--- config.mk ---
export PLATFORM = sky130hd
export DESIGN_NAME = smtc_trap_ctrl
export DESIGN_NICKNAME = d
export VERILOG_FILES = /design/src/smtc_wait_trap.v /design/src/smtc_call_check.v /design/src/smtc_trap_ctrl.v
export VERILOG_INCLUDE_DIRS = /design/src
export SDC_FILE = /design/constraint.sdc
export NUM_CORES = 1
export LEC_CHECK = 0
export CAP_MARGIN = 30
export CORE_AREA = 8 8 63 70
export DETAILED_ROUTE_END_ITERATION = 10
export DIE_AREA = 0 0 71 78
export DONT_BUFFER_PORTS = 1
export HOLD_SLACK_MARGIN = 0.03
export PLACE_DENSITY = 0.67
export SYNTH_ARGS = -nofsm -noshare
export SYNTH_HDL_FRONTEND = slang
export SYNTH_SLANG_ARGS = --single-unit
export TNS_END_PERCENT = 30
--- constraint.sdc ---
create_clock -name clk_sys -period 1.27 [get_ports clk_sys]
set_input_delay 0.254 -clock clk_sys [delete_from_list [all_inputs] [get_ports clk_sys]]
set_output_delay 0.254 -clock clk_sys [all_outputs]
set_load 0.05 [all_outputs]
--- src/smtc_defines.vh ---
`ifndef SMTC_DEFINES_VH
`define SMTC_DEFINES_VH
// Field positions of the secure monitor configuration word
`define SMTC_BIT_SEC 0
`define SMTC_BIT_SMD 7
`define SMTC_BIT_HCE 8
`define SMTC_BIT_SIF 9
`define SMTC_BIT_RW 10
`define SMTC_BIT_ST 11
`define SMTC_BIT_TWI 12
`define SMTC_BIT_LEVEL2_SECURE_ENABLE 18
`define SMTC_BIT_NSE 62
`define SMTC_RES1_MASK 64'h0000_0000_0000_0030
// Syndrome classes
`define SMTC_EC_UNDEF 6'h00
`define SMTC_EC_WAIT 6'h01
`define SMTC_EC_SYSREG 6'h18
// Exception levels
`define SMTC_EL0 2'h0
`define SMTC_EL1 2'h1
`define SMTC_EL2 2'h2
`define SMTC_EL3 2'h3
// Security states from extension and security bits
`define SMTC_SS_SECURE 2'h0
`define SMTC_SS_NONSEC 2'h1
`define SMTC_SS_RSVD 2'h2
`define SMTC_SS_REALM 2'h3
`endif

--- src/smtc_wait_trap.v ---
`timescale 1ns/1ps
`include "smtc_defines.vh"
module smtc_wait_trap #(
  parameter TIMED_WAIT_EXT = 1
) (
  input wire wait_irq_trap,
  input wire [1:0] cur_el,
  input wire wfi_valid,
  input wire timed_valid,
  input wire is32,
  input wire cond_pass,
  input wire would_sleep,
  input wire lower_trap,
  output wire take
);
  wire insn;
  // Timed form shares the trap only when the extension exists
  assign insn = wfi_valid | (timed_valid & (TIMED_WAIT_EXT != 0)); // RULE2
  // Early completion clears would_sleep, so no trap is owed then
  assign take = wait_irq_trap & insn & (cur_el != `SMTC_EL3) &
    would_sleep & ~lower_trap & // RULE1 RULE4
    (~is32 | cond_pass); // RULE3
endmodule // smtc_wait_trap

--- src/smtc_call_check.v ---
`timescale 1ns/1ps
`include "smtc_defines.vh"
module smtc_call_check (
  input wire hypervisor_call,
  input wire monitor_call,
  input wire [1:0] cur_el,
  input wire el2_enabled,
  input wire sec_el1_no_el2,
  input wire hyp_call_enable,
  input wire monitor_call_disable,
  input wire hyp_monitor_call_trap,
  output wire hvc_undef,
  output wire smc_undef,
  output wire smc_to_el2
);
  wire hvc_ok;
  assign hvc_ok = hyp_call_enable & (cur_el != `SMTC_EL0) & ~sec_el1_no_el2 &
    ((cur_el == `SMTC_EL3) | el2_enabled); // RULE13 RULE14
  assign hvc_undef = hypervisor_call & ~hvc_ok; // RULE13 RULE14
  // Hypervisor trap outranks the disable at level 1
  assign smc_to_el2 = monitor_call & (cur_el == `SMTC_EL1) &
    hyp_monitor_call_trap; // RULE18
  assign smc_undef = monitor_call & ~smc_to_el2 &
    ((cur_el == `SMTC_EL0) | monitor_call_disable); // RULE16 RULE17
endmodule // smtc_call_check

--- src/smtc_trap_ctrl.v ---
`timescale 1ns/1ps
`include "smtc_defines.vh"
// Operation
// RULE1 - wait trap sends lower-level wait up
// RULE2 - timed wait trapped the same way
// RULE3 - 32-bit conditional wait trapped only passing
// RULE4 - trap owed only when wait would sleep
// RULE5 - secure timer access trapped at secure level-1
// RULE6 - timer always level-3, never level-0
// RULE7 - width field picks lower-level execution state
// RULE8 - width forced to one for non-secure case
// RULE9 - width forced to one for secure level-2
// RULE10 - width field fixed one without 32-bit
// RULE11 - fetch block on stage-1 non-secure memory
// RULE12 - fetch block on non-secure memory
// RULE13 - hypervisor call enable gates hypervisor calls
// RULE14 - hypervisor call undefined at level-0, secure level-1
// RULE15 - hypervisor enable reads zero without level-2
// RULE16 - monitor disable makes monitor calls undefined
// RULE17 - monitor calls undefined at level 0
// RULE18 - hypervisor monitor trap beats disable field
// RULE19 - two bits select lower security state
// RULE20 - bit six zero, bits five four one
// RULE21 - software flushes translations after field change
module smtc_trap_ctrl #(
  parameter HAS_EL2 = 1,
  parameter SEL2 = 1,
  parameter EL1_A32 = 1,
  parameter EL2_A32 = 1,
  parameter TIMED_WAIT_EXT = 1
) (
  input wire clk_sys,
  input wire rst,
  input wire [1:0] cur_el,
  input wire cfg_wr,
  input wire [63:0] cfg_wdata,
  input wire wfi_valid,
  input wire timed_valid,
  input wire is32,
  input wire cond_pass,
  input wire would_sleep,
  input wire lower_wait_trap,
  input wire timer_acc,
  input wire is64,
  input wire hypervisor_call,
  input wire monitor_call,
  input wire hyp_monitor_call_trap,
  input wire fetch_ns,
  input wire fetch_valid,
  output reg [63:0] cfg_rdata,
  output reg trap_valid,
  output reg [5:0] trap_class,
  output reg [1:0] trap_target,
  output reg undef_valid,
  output reg fetch_fault,
  output reg timer_undef,
  output reg lower_is64,
  output reg [1:0] sec_state
);
  // ==========================================================
  // Configuration storage
  // ==========================================================
  reg twi_r;
  reg st_r;
  reg rw_r;
  reg sif_r;
  reg hce_r;
  reg smd_r;
  reg ns_r;
  reg nse_r;
  reg level2_secure_enable_r;
  wire rw_wr_ok = (EL1_A32 != 0) | (EL2_A32 != 0);
  wire cfg_take;
  // Only the top level may write; lower levels are refused
  assign cfg_take = cfg_wr & (cur_el == `SMTC_EL3);
  // Fields have no defined warm-reset value; zero chosen for safety, except the width field, which resets to one

  // Wait trap
  always @(posedge clk_sys) begin
    if (rst) begin
      twi_r <= 1'b0;
    end else if (cfg_take) begin
      twi_r <= cfg_wdata[`SMTC_BIT_TWI]; // RULE1
    end
  end

  // Secure timer trap
  always @(posedge clk_sys) begin
    if (rst) begin
      st_r <= 1'b0;
    end else if (cfg_take) begin
      st_r <= cfg_wdata[`SMTC_BIT_ST]; // RULE5
    end
  end

  // Width field: stuck at one when no 32-bit level exists
  always @(posedge clk_sys) begin
    if (rst) begin
      rw_r <= 1'b1;
    end else if (cfg_take && rw_wr_ok) begin
      rw_r <= cfg_wdata[`SMTC_BIT_RW]; // RULE10
    end
  end

  // Secure fetch block
  always @(posedge clk_sys) begin
    if (rst) begin
      sif_r <= 1'b0;
    end else if (cfg_take) begin
      sif_r <= cfg_wdata[`SMTC_BIT_SIF]; // RULE11 RULE12
    end
  end

  // Hypervisor call enable, reserved without level 2
  always @(posedge clk_sys) begin
    if (rst) begin
      hce_r <= 1'b0;
    end else if (cfg_take) begin
      hce_r <= cfg_wdata[`SMTC_BIT_HCE] & (HAS_EL2 != 0); // RULE15
    end
  end

  // Monitor call disable
  always @(posedge clk_sys) begin
    if (rst) begin
      smd_r <= 1'b0;
    end else if (cfg_take) begin
      smd_r <= cfg_wdata[`SMTC_BIT_SMD]; // RULE16
    end
  end

  // Security bit
  always @(posedge clk_sys) begin
    if (rst) begin
      ns_r <= 1'b0;
    end else if (cfg_take) begin
      ns_r <= cfg_wdata[`SMTC_BIT_SEC]; // RULE19
    end
  end

  // Security extension bit
  always @(posedge clk_sys) begin
    if (rst) begin
      nse_r <= 1'b0;
    end else if (cfg_take) begin
      nse_r <= cfg_wdata[`SMTC_BIT_NSE]; // RULE19
    end
  end

  // Secure level-2 enable, dead when that level is absent
  always @(posedge clk_sys) begin
    if (rst) begin
      level2_secure_enable_r <= 1'b0;
    end else if (cfg_take) begin
      level2_secure_enable_r <= cfg_wdata[`SMTC_BIT_LEVEL2_SECURE_ENABLE] & (SEL2 != 0);
    end
  end

  // ==========================================================
  // Effective values
  // ==========================================================
  wire rw_eff;
  wire sec_el2_en;
  wire el2_enabled;
  wire secure;
  assign secure = ~nse_r & ~ns_r; // RULE19
  assign sec_el2_en = (SEL2 != 0) & level2_secure_enable_r;
  assign el2_enabled = (HAS_EL2 != 0) & (~secure | sec_el2_en);
  wire rw_fixed;
  wire rw_force_ns;
  wire rw_force_sel2;
  // Non-secure and secure level-2 forcing only affect behaviour; reads keep the stored bit, but the fixed case reads as one
  assign rw_fixed = ~rw_wr_ok; // RULE10
  assign rw_force_ns = (EL1_A32 != 0) & ns_r & (EL2_A32 == 0); // RULE8
  assign rw_force_sel2 = (EL1_A32 != 0) & sec_el2_en & ~ns_r; // RULE9
  assign rw_eff = rw_fixed | rw_r | rw_force_ns | rw_force_sel2; // RULE7

  // ==========================================================
  // Trap decisions
  // ==========================================================
  wire wait_take;
  wire hvc_undef;
  wire smc_undef;
  wire smc_to_el2;
  wire sec_el1_no_el2;
  // Secure level 1 without secure level 2 never gets hypervisor calls
  assign sec_el1_no_el2 = secure & ~sec_el2_en & (cur_el == `SMTC_EL1);
  smtc_wait_trap #(.TIMED_WAIT_EXT(TIMED_WAIT_EXT)) u_wait (
    .wait_irq_trap(twi_r),
    .cur_el(cur_el),
    .wfi_valid(wfi_valid),
    .timed_valid(timed_valid),
    .is32(is32),
    .cond_pass(cond_pass),
    .would_sleep(would_sleep),
    .lower_trap(lower_wait_trap),
    .take(wait_take)
  );
  smtc_call_check u_call (
    .hypervisor_call(hypervisor_call),
    .monitor_call(monitor_call),
    .cur_el(cur_el),
    .el2_enabled(el2_enabled),
    .sec_el1_no_el2(sec_el1_no_el2), // RULE14
    .hyp_call_enable(hce_r),
    .monitor_call_disable(smd_r),
    .hyp_monitor_call_trap(hyp_monitor_call_trap),
    .hvc_undef(hvc_undef),
    .smc_undef(smc_undef),
    .smc_to_el2(smc_to_el2)
  );
  wire timer_take;
  wire timer_el0;
  wire undef_any;
  wire fetch_block;
  // Secure level-2 enabled makes the field act as one
  assign timer_take = timer_acc & is64 & secure & ~sec_el2_en &
    (cur_el == `SMTC_EL1) & ~st_r; // RULE5
  assign timer_el0 = timer_acc & (cur_el == `SMTC_EL0); // RULE6
  assign undef_any = hvc_undef | smc_undef;
  // Stage-1 marking or plain non-secure: same input either way
  assign fetch_block = fetch_valid & secure & sif_r &
    fetch_ns; // RULE11 RULE12

  reg [63:0] rd_nxt;
  always @* begin
    rd_nxt = `SMTC_RES1_MASK; // RULE20
    rd_nxt[`SMTC_BIT_TWI] = twi_r;
    rd_nxt[`SMTC_BIT_ST] = st_r;
    rd_nxt[`SMTC_BIT_RW] = rw_r | ~rw_wr_ok; // RULE10
    rd_nxt[`SMTC_BIT_SIF] = sif_r;
    rd_nxt[`SMTC_BIT_HCE] = hce_r; // RULE15
    rd_nxt[`SMTC_BIT_SMD] = smd_r;
    rd_nxt[`SMTC_BIT_SEC] = ns_r;
    rd_nxt[`SMTC_BIT_NSE] = nse_r;
    rd_nxt[`SMTC_BIT_LEVEL2_SECURE_ENABLE] = level2_secure_enable_r;
  end

  // ==========================================================
  // Trap priority
  // ==========================================================
  // Undefined outranks the level-2 trap, then timer, then wait
  reg [5:0] class_nxt;
  reg [1:0] target_nxt;
  always @* begin
    class_nxt = `SMTC_EC_WAIT; // RULE1
    target_nxt = `SMTC_EL3;
    if (undef_any) begin
      class_nxt = `SMTC_EC_UNDEF;
      target_nxt = cur_el; // RULE14 RULE17
    end else if (smc_to_el2) begin
      class_nxt = `SMTC_EC_UNDEF;
      target_nxt = `SMTC_EL2; // RULE18
    end else if (timer_take) begin
      class_nxt = `SMTC_EC_SYSREG; // RULE5
      target_nxt = `SMTC_EL3;
    end
  end

  // ==========================================================
  // Registered outputs
  // ==========================================================
  // Read image and level outputs
  always @(posedge clk_sys) begin
    if (rst) begin
      cfg_rdata <= 64'h0;
      lower_is64 <= 1'b0;
      sec_state <= `SMTC_SS_SECURE;
    end else begin
      cfg_rdata <= rd_nxt;
      lower_is64 <= rw_eff; // RULE7
      sec_state <= {nse_r, ns_r}; // RULE19
    end
  end

  // One-cycle event outputs
  always @(posedge clk_sys) begin
    if (rst) begin
      trap_valid <= 1'b0;
      undef_valid <= 1'b0;
      fetch_fault <= 1'b0;
      timer_undef <= 1'b0;
    end else begin
      trap_valid <= wait_take | timer_take | undef_any | smc_to_el2;
      undef_valid <= undef_any; // RULE14 RULE17
      fetch_fault <= fetch_block; // RULE11 RULE12
      timer_undef <= timer_el0; // RULE6
    end
  end

  // Syndrome fields, only meaningful beside trap_valid
  always @(posedge clk_sys) begin
    if (rst) begin
      trap_class <= `SMTC_EC_UNDEF;
      trap_target <= `SMTC_EL0;
    end else begin
      trap_class <= class_nxt;
      trap_target <= target_nxt;
    end
  end
endmodule // smtc_trap_ctrl

==> results of run 1 <==
[critical path: stages (launching register included)]
cell,delay [ns]
dfxtp_1,0.37
nor3_2,0.07
o211ai_2,0.19
o21ai_2,0.11
buf_4,0.15
nor4b_1,0.25
[synthesized netlist by cell type]
| library cell | n |
|---|---|
| a21oi_1 | 10 |
| a21oi_2 | 1 |
| a221oi_1 | 1 |
| and2_1 | 1 |
| and3_1 | 3 |
| and4_1 | 1 |
| buf_4 | 60 |
| buf_6 | 1 |
| clkbuf_1 | 3 |
| conb_1 | 1 |
| dfxtp_1 | 28 |
| inv_1 | 5 |
| nand2_1 | 19 |
| nand2b_1 | 2 |
| nand3_1 | 3 |
| nand4_1 | 1 |
| nor2_1 | 5 |
| nor2b_1 | 9 |
| nor3_1 | 2 |
| nor4_1 | 1 |
| nor4b_1 | 1 |
| o211ai_2 | 1 |
| o21ai_1 | 1 |
| o21ai_2 | 1 |
| o221ai_1 | 1 |
| o41a_1 | 1 |
[per-stage QoR]
step / std cells / utilization, % / power [mW]
global placement: 200 / 38.9 / 1.49
floorplan: 218 / - / 1.61
finish: 213 / 43.4 / 1.92
global route: 213 / 43.4 / 2.01
detailed placement: 200 / 38.9 / 1.49
CTS: 211 / 42.3 / 1.91
[power by group]
part	internal (mW)	total, mW	switching [mW]
logic	0.0595	0.502	0.442
registers	0.915	1.00	0.0886
clock network	0.175	0.415	0.240
[cell usage in the layout, fill, tap and decap left out, types with 5 or more instances in the layout]
| cell type | Yosys | final |
|---|---|---|
| conb_1 | 1 | 56 |
| dfxtp_1 | 28 | 22 |
| nand2_1 | 19 | 19 |
| a21oi_1 | 10 | 10 |
| buf_4 | 60 | 10 |
| nor2b_1 | 9 | 9 |
| dlygate4sd3_1 | 0 | 8 |
| dfxtp_2 | 0 | 6 |
| inv_1 | 5 | 5 |
| nor2_1 | 5 | 5 |
[layout make-up]
class,count,area (µm²),area share [%]
clock buffers,4,36.3,2.57
inverters,5,18.8,1.33
multi-input cells,121,574,40.7
flip-flops and latches,28,568,40.3
well taps,36,45.0,3.19
repair buffers,19,168,11.9
[worst min path at each step]
stage | start | to | slack (ns) | depth (start not counted)
2_1_floorplan | rst | cfg_rdata[18] | 0.33 | 1
4_1_cts | rst | cfg_rdata[4] | 0.04 | 1
3_3_place_gp | rst | st_r | 0.33 | 1
6_report | cfg_wdata[0] | ns_r | 0.05 | 2
5_1_grt | cfg_wdata[0] | ns_r | 0.04 | 2
3_5_place_dp | rst | st_r | 0.33 | 1
[logic make-up (layout without fill, tap and decap cells)]
family	count (synthesis)	after routing	synth area share, %
compound gates	17	17	8.08
buf+inv	69	28	34.9
other cells	1	56	0.266
flops	28	28	39.8
simple gates	48	48	17.0
[routing by layer]
layer | wire length, µm | up-vias | share of wire, % | global-route usage [%]
met3 | 525 | 4 | 17 | 7.58
met5 | 0 | - | 0 | 0
li1 | - | 435 | - | -
met2 | 1210 | 68 | 40 | 14.5
met4 | 50 | 0 | 1.7 | 5.00
met1 | 1230 | 379 | 41 | 12.0
[repair_timing]
action	in CTS	in global routing
hold buffers	7	2
pin swaps	2	2
hold endpoints to repair	22	2
endpoints found under the setup margin	3	11
gates cloned	0	0
resized for setup	2	7
==> metrics.md, run 1 <==
| Metric | Value |
|---|---|
| Setup TNS | `0 ns` |
| I/O pins | `161` |
| Setup crit end kind | `flip-flop` |
| Final Max Slew Viols | `0` |
| CTS tree | `built` |
| Largest registers | `cfg_rdata x10, trap_class x2, trap_target x2` |
| Setup bufs post-CTS | `0` |
| 1st-iter DRT viols | `74` |
| Max reg flops | `10` |
| Power density of the placed cells | `1360 nW/µm²` |
| Residual DRC count | `0` |
| Yosys cell types | `26` |
| TritonCTS buffer count | `3` |
| Initial antenna violation count | `0` |
| Final WL | `3.02 mm` |
| Reg2reg start | `nse_r` |
| Via count | `886` |
| Slew @ Worst Pin | `0.598 ns` |
| Max VDD drop | `453 µV` |
| Pre-CTS WS | `0.00465 ns` |
| Root cell of the clock tree | `clkbuf_4` |
| Post-synth top area cell | `dfxtp_1` |
| Crit path from | `nse_r` |
| Mapped cell area | `1410 µm²` |
| Dpl hpwl | `~2.5 mm` |
| Minimum clock period | `1.23 ns` |
| Relative max-transition margin | `60.1%` |
| Vias in the first global route | `988` |
| Drt first pass iters | `4` |
| Finished Cell Area | `1410 µm²` |
| Status | `finished clean` |
| Worst r2r path cells | `5` |
| Initial Util | `43.4%` |
| Setup-failing EPs final | `0` |
| Die area | `around 5500 µm²` |
| Final worst path period share | `97.1%` |
| CP max FO | `4` |
| RSZ-0062 raised after global routing | `true` |
| Gpl congestion | `0.796` |
| # fillers | `between 300 and 400` |
| #FFs+latches synth | `28` |
| Die height | `78 µm` |
| First-pass GRT wire length | `4.63 mm` |
| Gr ovfl total | `0` |
| Ranking of synthesized cells by area | `dfxtp_1, buf_4, nand2_1` |
| Number of H-tree levels | `1` |
| Core ar. | `roughly 3200 µm²` |
| Syn Area/Cell | `8.64 µm²` |
| Placed Area | `1260 µm²` |
| DR vias/cell | `about 4.2` |
| Overall Global Routing Usage | `10.6%` |
| Worst setup endpoint | `trap_class[3]` |
| R2R Setup Slk | `around 0.036 ns` |
| # port buffers | `0` |
| Wire per inst | `approximately 14 µm` |
| Fraction of layout cells with a size suffix above 1 | `roughly 14%` |
| Largest net degree at the start of global routing | `17` |
| Max Freq | `811 MHz` |
| Worst min-delay path category | `in2reg` |
| DIE WIDTH | `~71 µm` |
| Setup CP Type | `reg2reg` |
| FP Rows | `22` |
| Area Growth Syn to Fin | `0.0887%` |
| Warning count from the yosys run | `0` |
| Setup ws final | `0.0363 ns` |
| N_diodes | `0` |
| Min Hold Slack | `about 0.051 ns` |
| Final Hold Viols | `0` |
| # clock sinks | `28` |
| Clk_lat worst skew | `roughly 0.32 ns` |
| Reg with most FFs | `cfg_rdata` |
| Leakage | `0.681 nW` |
| Register area share after synthesis | `39.8%` |
| CP startpoint kind | `flip-flop` |
| Worst Skew | `0.00589 ns` |
| Critical R2R Capture | `trap_class[3]` |
| Final ANT Viol Nets | `0` |
| WP data required | `1.50 ns` |
| Worst Path Arrival | `~1.5 ns` |
| Worst-path clk slew | `0.14 ns` |
| Mapped Cells | `163` |
| Max cap viols | `0` |
| Maximum clock insertion buffer count | `2` |
| Top cell type's share of synthesized area | `39.8%` |
| Final-stage net count | `260` |
Power figures use the tool's default switching activity.
==> inputs of run 2 (changes only) <==
--- a/config.mk
+++ b/config.mk
@@ -12,7 +12,7 @@
 export DIE_AREA = 0 0 71 78
 export DONT_BUFFER_PORTS = 1
 export HOLD_SLACK_MARGIN = 0.03
-export PLACE_DENSITY = 0.67
+export PLACE_DENSITY = 0.65
 export SYNTH_ARGS = -nofsm -noshare
 export SYNTH_HDL_FRONTEND = slang
 export SYNTH_SLANG_ARGS = --single-unit
==> constraint.sdc (replaced) <==
create_clock -name clk_sys -period 1.5 [get_ports clk_sys]
set_input_delay 0.3 -clock clk_sys [delete_from_list [all_inputs] [get_ports clk_sys]]
set_output_delay 0.3 -clock clk_sys [all_outputs]
set_load 0.05 [all_outputs]
==> metrics.md, run 2 (synthesis gave the netlist of run 1 again) <==
| Metric | Value |
|---|---|
| # clock sinks | `28 (unchanged)` |
| # port buffers | `0 (unchanged)` |
| # fillers | `324 (-2.4%)` |
| Max VDD drop | `421 µV (-7.2%)` |
| CP startpoint kind | `flip-flop` |
| Worst-path clk slew | `0.15 ns (about the same)` |
| Max cap viols | `0 (unchanged)` |
| Drt first pass iters | `4 (unchanged)` |
| Final-stage net count | `248 (-4.6%)` |
| Power density of the placed cells | `1330 nW/µm² (-2.5%)` |
| Setup-failing EPs final | `0 (unchanged)` |
| Max Freq | `724 MHz (-11%)` |
| Clk_lat worst skew | `0.32 ns (about the same)` |
| Largest registers | `cfg_rdata x10, trap_class x2, trap_target x2` |
| Clock network fraction of total power | `27.3% (+5.7 points)` |
| Minimum clock period | `1.38 ns (+0.147 ns)` |
| Reg with most FFs | `cfg_rdata` |
| Gr ovfl total | `0 (unchanged)` |
| Min Hold Slack | `0.0907 ns (+0.0399 ns)` |
| Switching pwr | `0.649 mW (-16%)` |
| Setup CP Type | `reg2reg` |
| DIE WIDTH | `71 µm (unchanged)` |
| Maximum clock insertion buffer count | `2 (unchanged)` |
| Setup crit end kind | `flip-flop` |
| Slew @ Worst Pin | `0.528 ns (-0.0704 ns)` |
| Combinational power share | `23.5% (-2.6 points)` |
| Worst Path Arrival | `1.59 ns (+0.12 ns)` |
| Status | `finished clean` |
| Vias in the first global route | `896 (-9.3%)` |
| FP Rows | `22 (unchanged)` |
| CTS tree | `built` |
| Final Hold Viols | `0 (unchanged)` |
| Int Pwr | `1.08 mW (-6.3%)` |
| CP max FO | `6 (+2)` |
| Core ar. | `3250 µm² (unchanged)` |
| Placed Area | `1220 µm² (-3.6%)` |
| Setup bufs post-CTS | `0 (unchanged)` |
| WP data required | `1.71 ns (+0.21 ns)` |
| Leakage | `0.606 nW (-11%)` |
| Largest net degree at the start of global routing | `17 (unchanged)` |
| Finished Cell Area | `1300 µm² (-7.8%)` |
| Final Max Slew Viols | `0 (unchanged)` |
| Number of H-tree levels | `1 (unchanged)` |
| I/O pins | `161 (unchanged)` |
| Gpl congestion | `0.720 (-9.6%)` |
| 1st-iter DRT viols | `80 (+8.1%)` |
| Final ANT Viol Nets | `0 (unchanged)` |
| Wire per inst | `14.3 µm (+1.1%)` |
| RSZ-0062 raised after global routing | `false` |
| Switching Share | `37.6% (-2.5 points)` |
| Overall Global Routing Usage | `9.46% (-1.1 points)` |
| Hold Buf Count CTS | `2 (-5)` |
| Via count | `829 (-6.4%)` |
| Initial Util | `43.4% (unchanged)` |
| Worst Skew | `0.0125 ns (+0.00656 ns)` |
| Die area | `5540 µm² (unchanged)` |
| Pwr Total | `1.73 mW (-10%)` |
| Setup TNS | `0 ns (unchanged)` |
| Initial antenna violation count | `0 (unchanged)` |
| Max reg flops | `10 (unchanged)` |
| Most frequent cells in the layout | `conb_1, dfxtp_1, nand2_1, a21oi_1, nor2b_1` |
| First-pass GRT wire length | `4.16 mm (-10%)` |
| Final WL | `2.88 mm (-4.6%)` |
| Seq pwr share | `49.1% (-3.2 points)` |
| Residual DRC count | `0 (unchanged)` |
| Worst min-delay path category | `in2reg` |
| Area Growth Syn to Fin | `-7.73%` |
| N_diodes | `0 (unchanged)` |
| Final worst path period share | `92.1% (-5.1 points)` |
| Most common cell after layout, fill and taps aside | `conb_1` |
| Dpl hpwl | `2.39 mm (-2.5%)` |
| Fraction of layout cells with a size suffix above 1 | `6.67% (-7.5 points)` |
| Root cell of the clock tree | `clkbuf_4` |
| TritonCTS buffer count | `3 (unchanged)` |
| Relative max-transition margin | `64.7% (+4.6 points)` |
| DR vias/cell | `4.12 (-0.85%)` |
| Die height | `78 µm (unchanged)` |
| CTS-repair resized insts | `0 (-2)` |
| Core Util, Final | `40.0% (-3.4 points)` |
run 2: worst max-delay path, cell delays in order, from the launching register on:
cell and delay (ns):
dfxtp_1 0.40, nor3_1 0.11, o211ai_2 0.21, o21ai_2 0.12, o41a_1 0.43
run 2: stage by stage:
stage          setup slack, ns  std cells
2_1_floorplan            0.196        218
3_3_place_gp             0.144        194
3_5_place_dp             0.151        194
4_1_cts                  0.109        200
5_1_grt                 0.0163        201
6_report                 0.119        201
run 2: area by class of cell:
| type | instances | area, µm² | share of cell area [%] |
|---|---|---|---|
| clock buffers | 3 | 22.5 | 1.73 |
| flip-flops and latches | 28 | 561 | 43.1 |
| repair buffers | 7 | 60.1 | 4.62 |
| well taps | 36 | 45.0 | 3.46 |
| multi-input cells | 121 | 563 | 43.3 |
| clock inverters | 1 | 30.0 | 2.31 |
| inverters | 5 | 18.8 | 1.44 |
run 2: path summary, 6_finish.rpt:
path,start,cells after the start,endpoint,slack [ns]
max,level2_secure_enable_r,4,trap_valid,0.12
min reg2reg,sif_r,2,sif_r,0.47
min,cfg_wdata[9],2,sif_r,0.09
max reg2reg,level2_secure_enable_r,4,trap_valid,0.12
run 2: per-layer routing:
layer	global-route usage, %	vias to the layer above	routed length [µm]
li1	-	408	-
met1	10.7	351	1240
met2	13.7	68	1180
met3	5.78	2	415
met4	4.38	0	38
met5	0	-	0
run 2: power by group through the flow:
stage	clock network, mW	logic, mW	registers, mW
global placement	0	0.384	0.866
finish	0.472	0.406	0.848
global route	0.522	0.424	0.852
CTS	0.483	0.395	0.850
detailed placement	0	0.385	0.866
floorplan	0	0.490	0.872
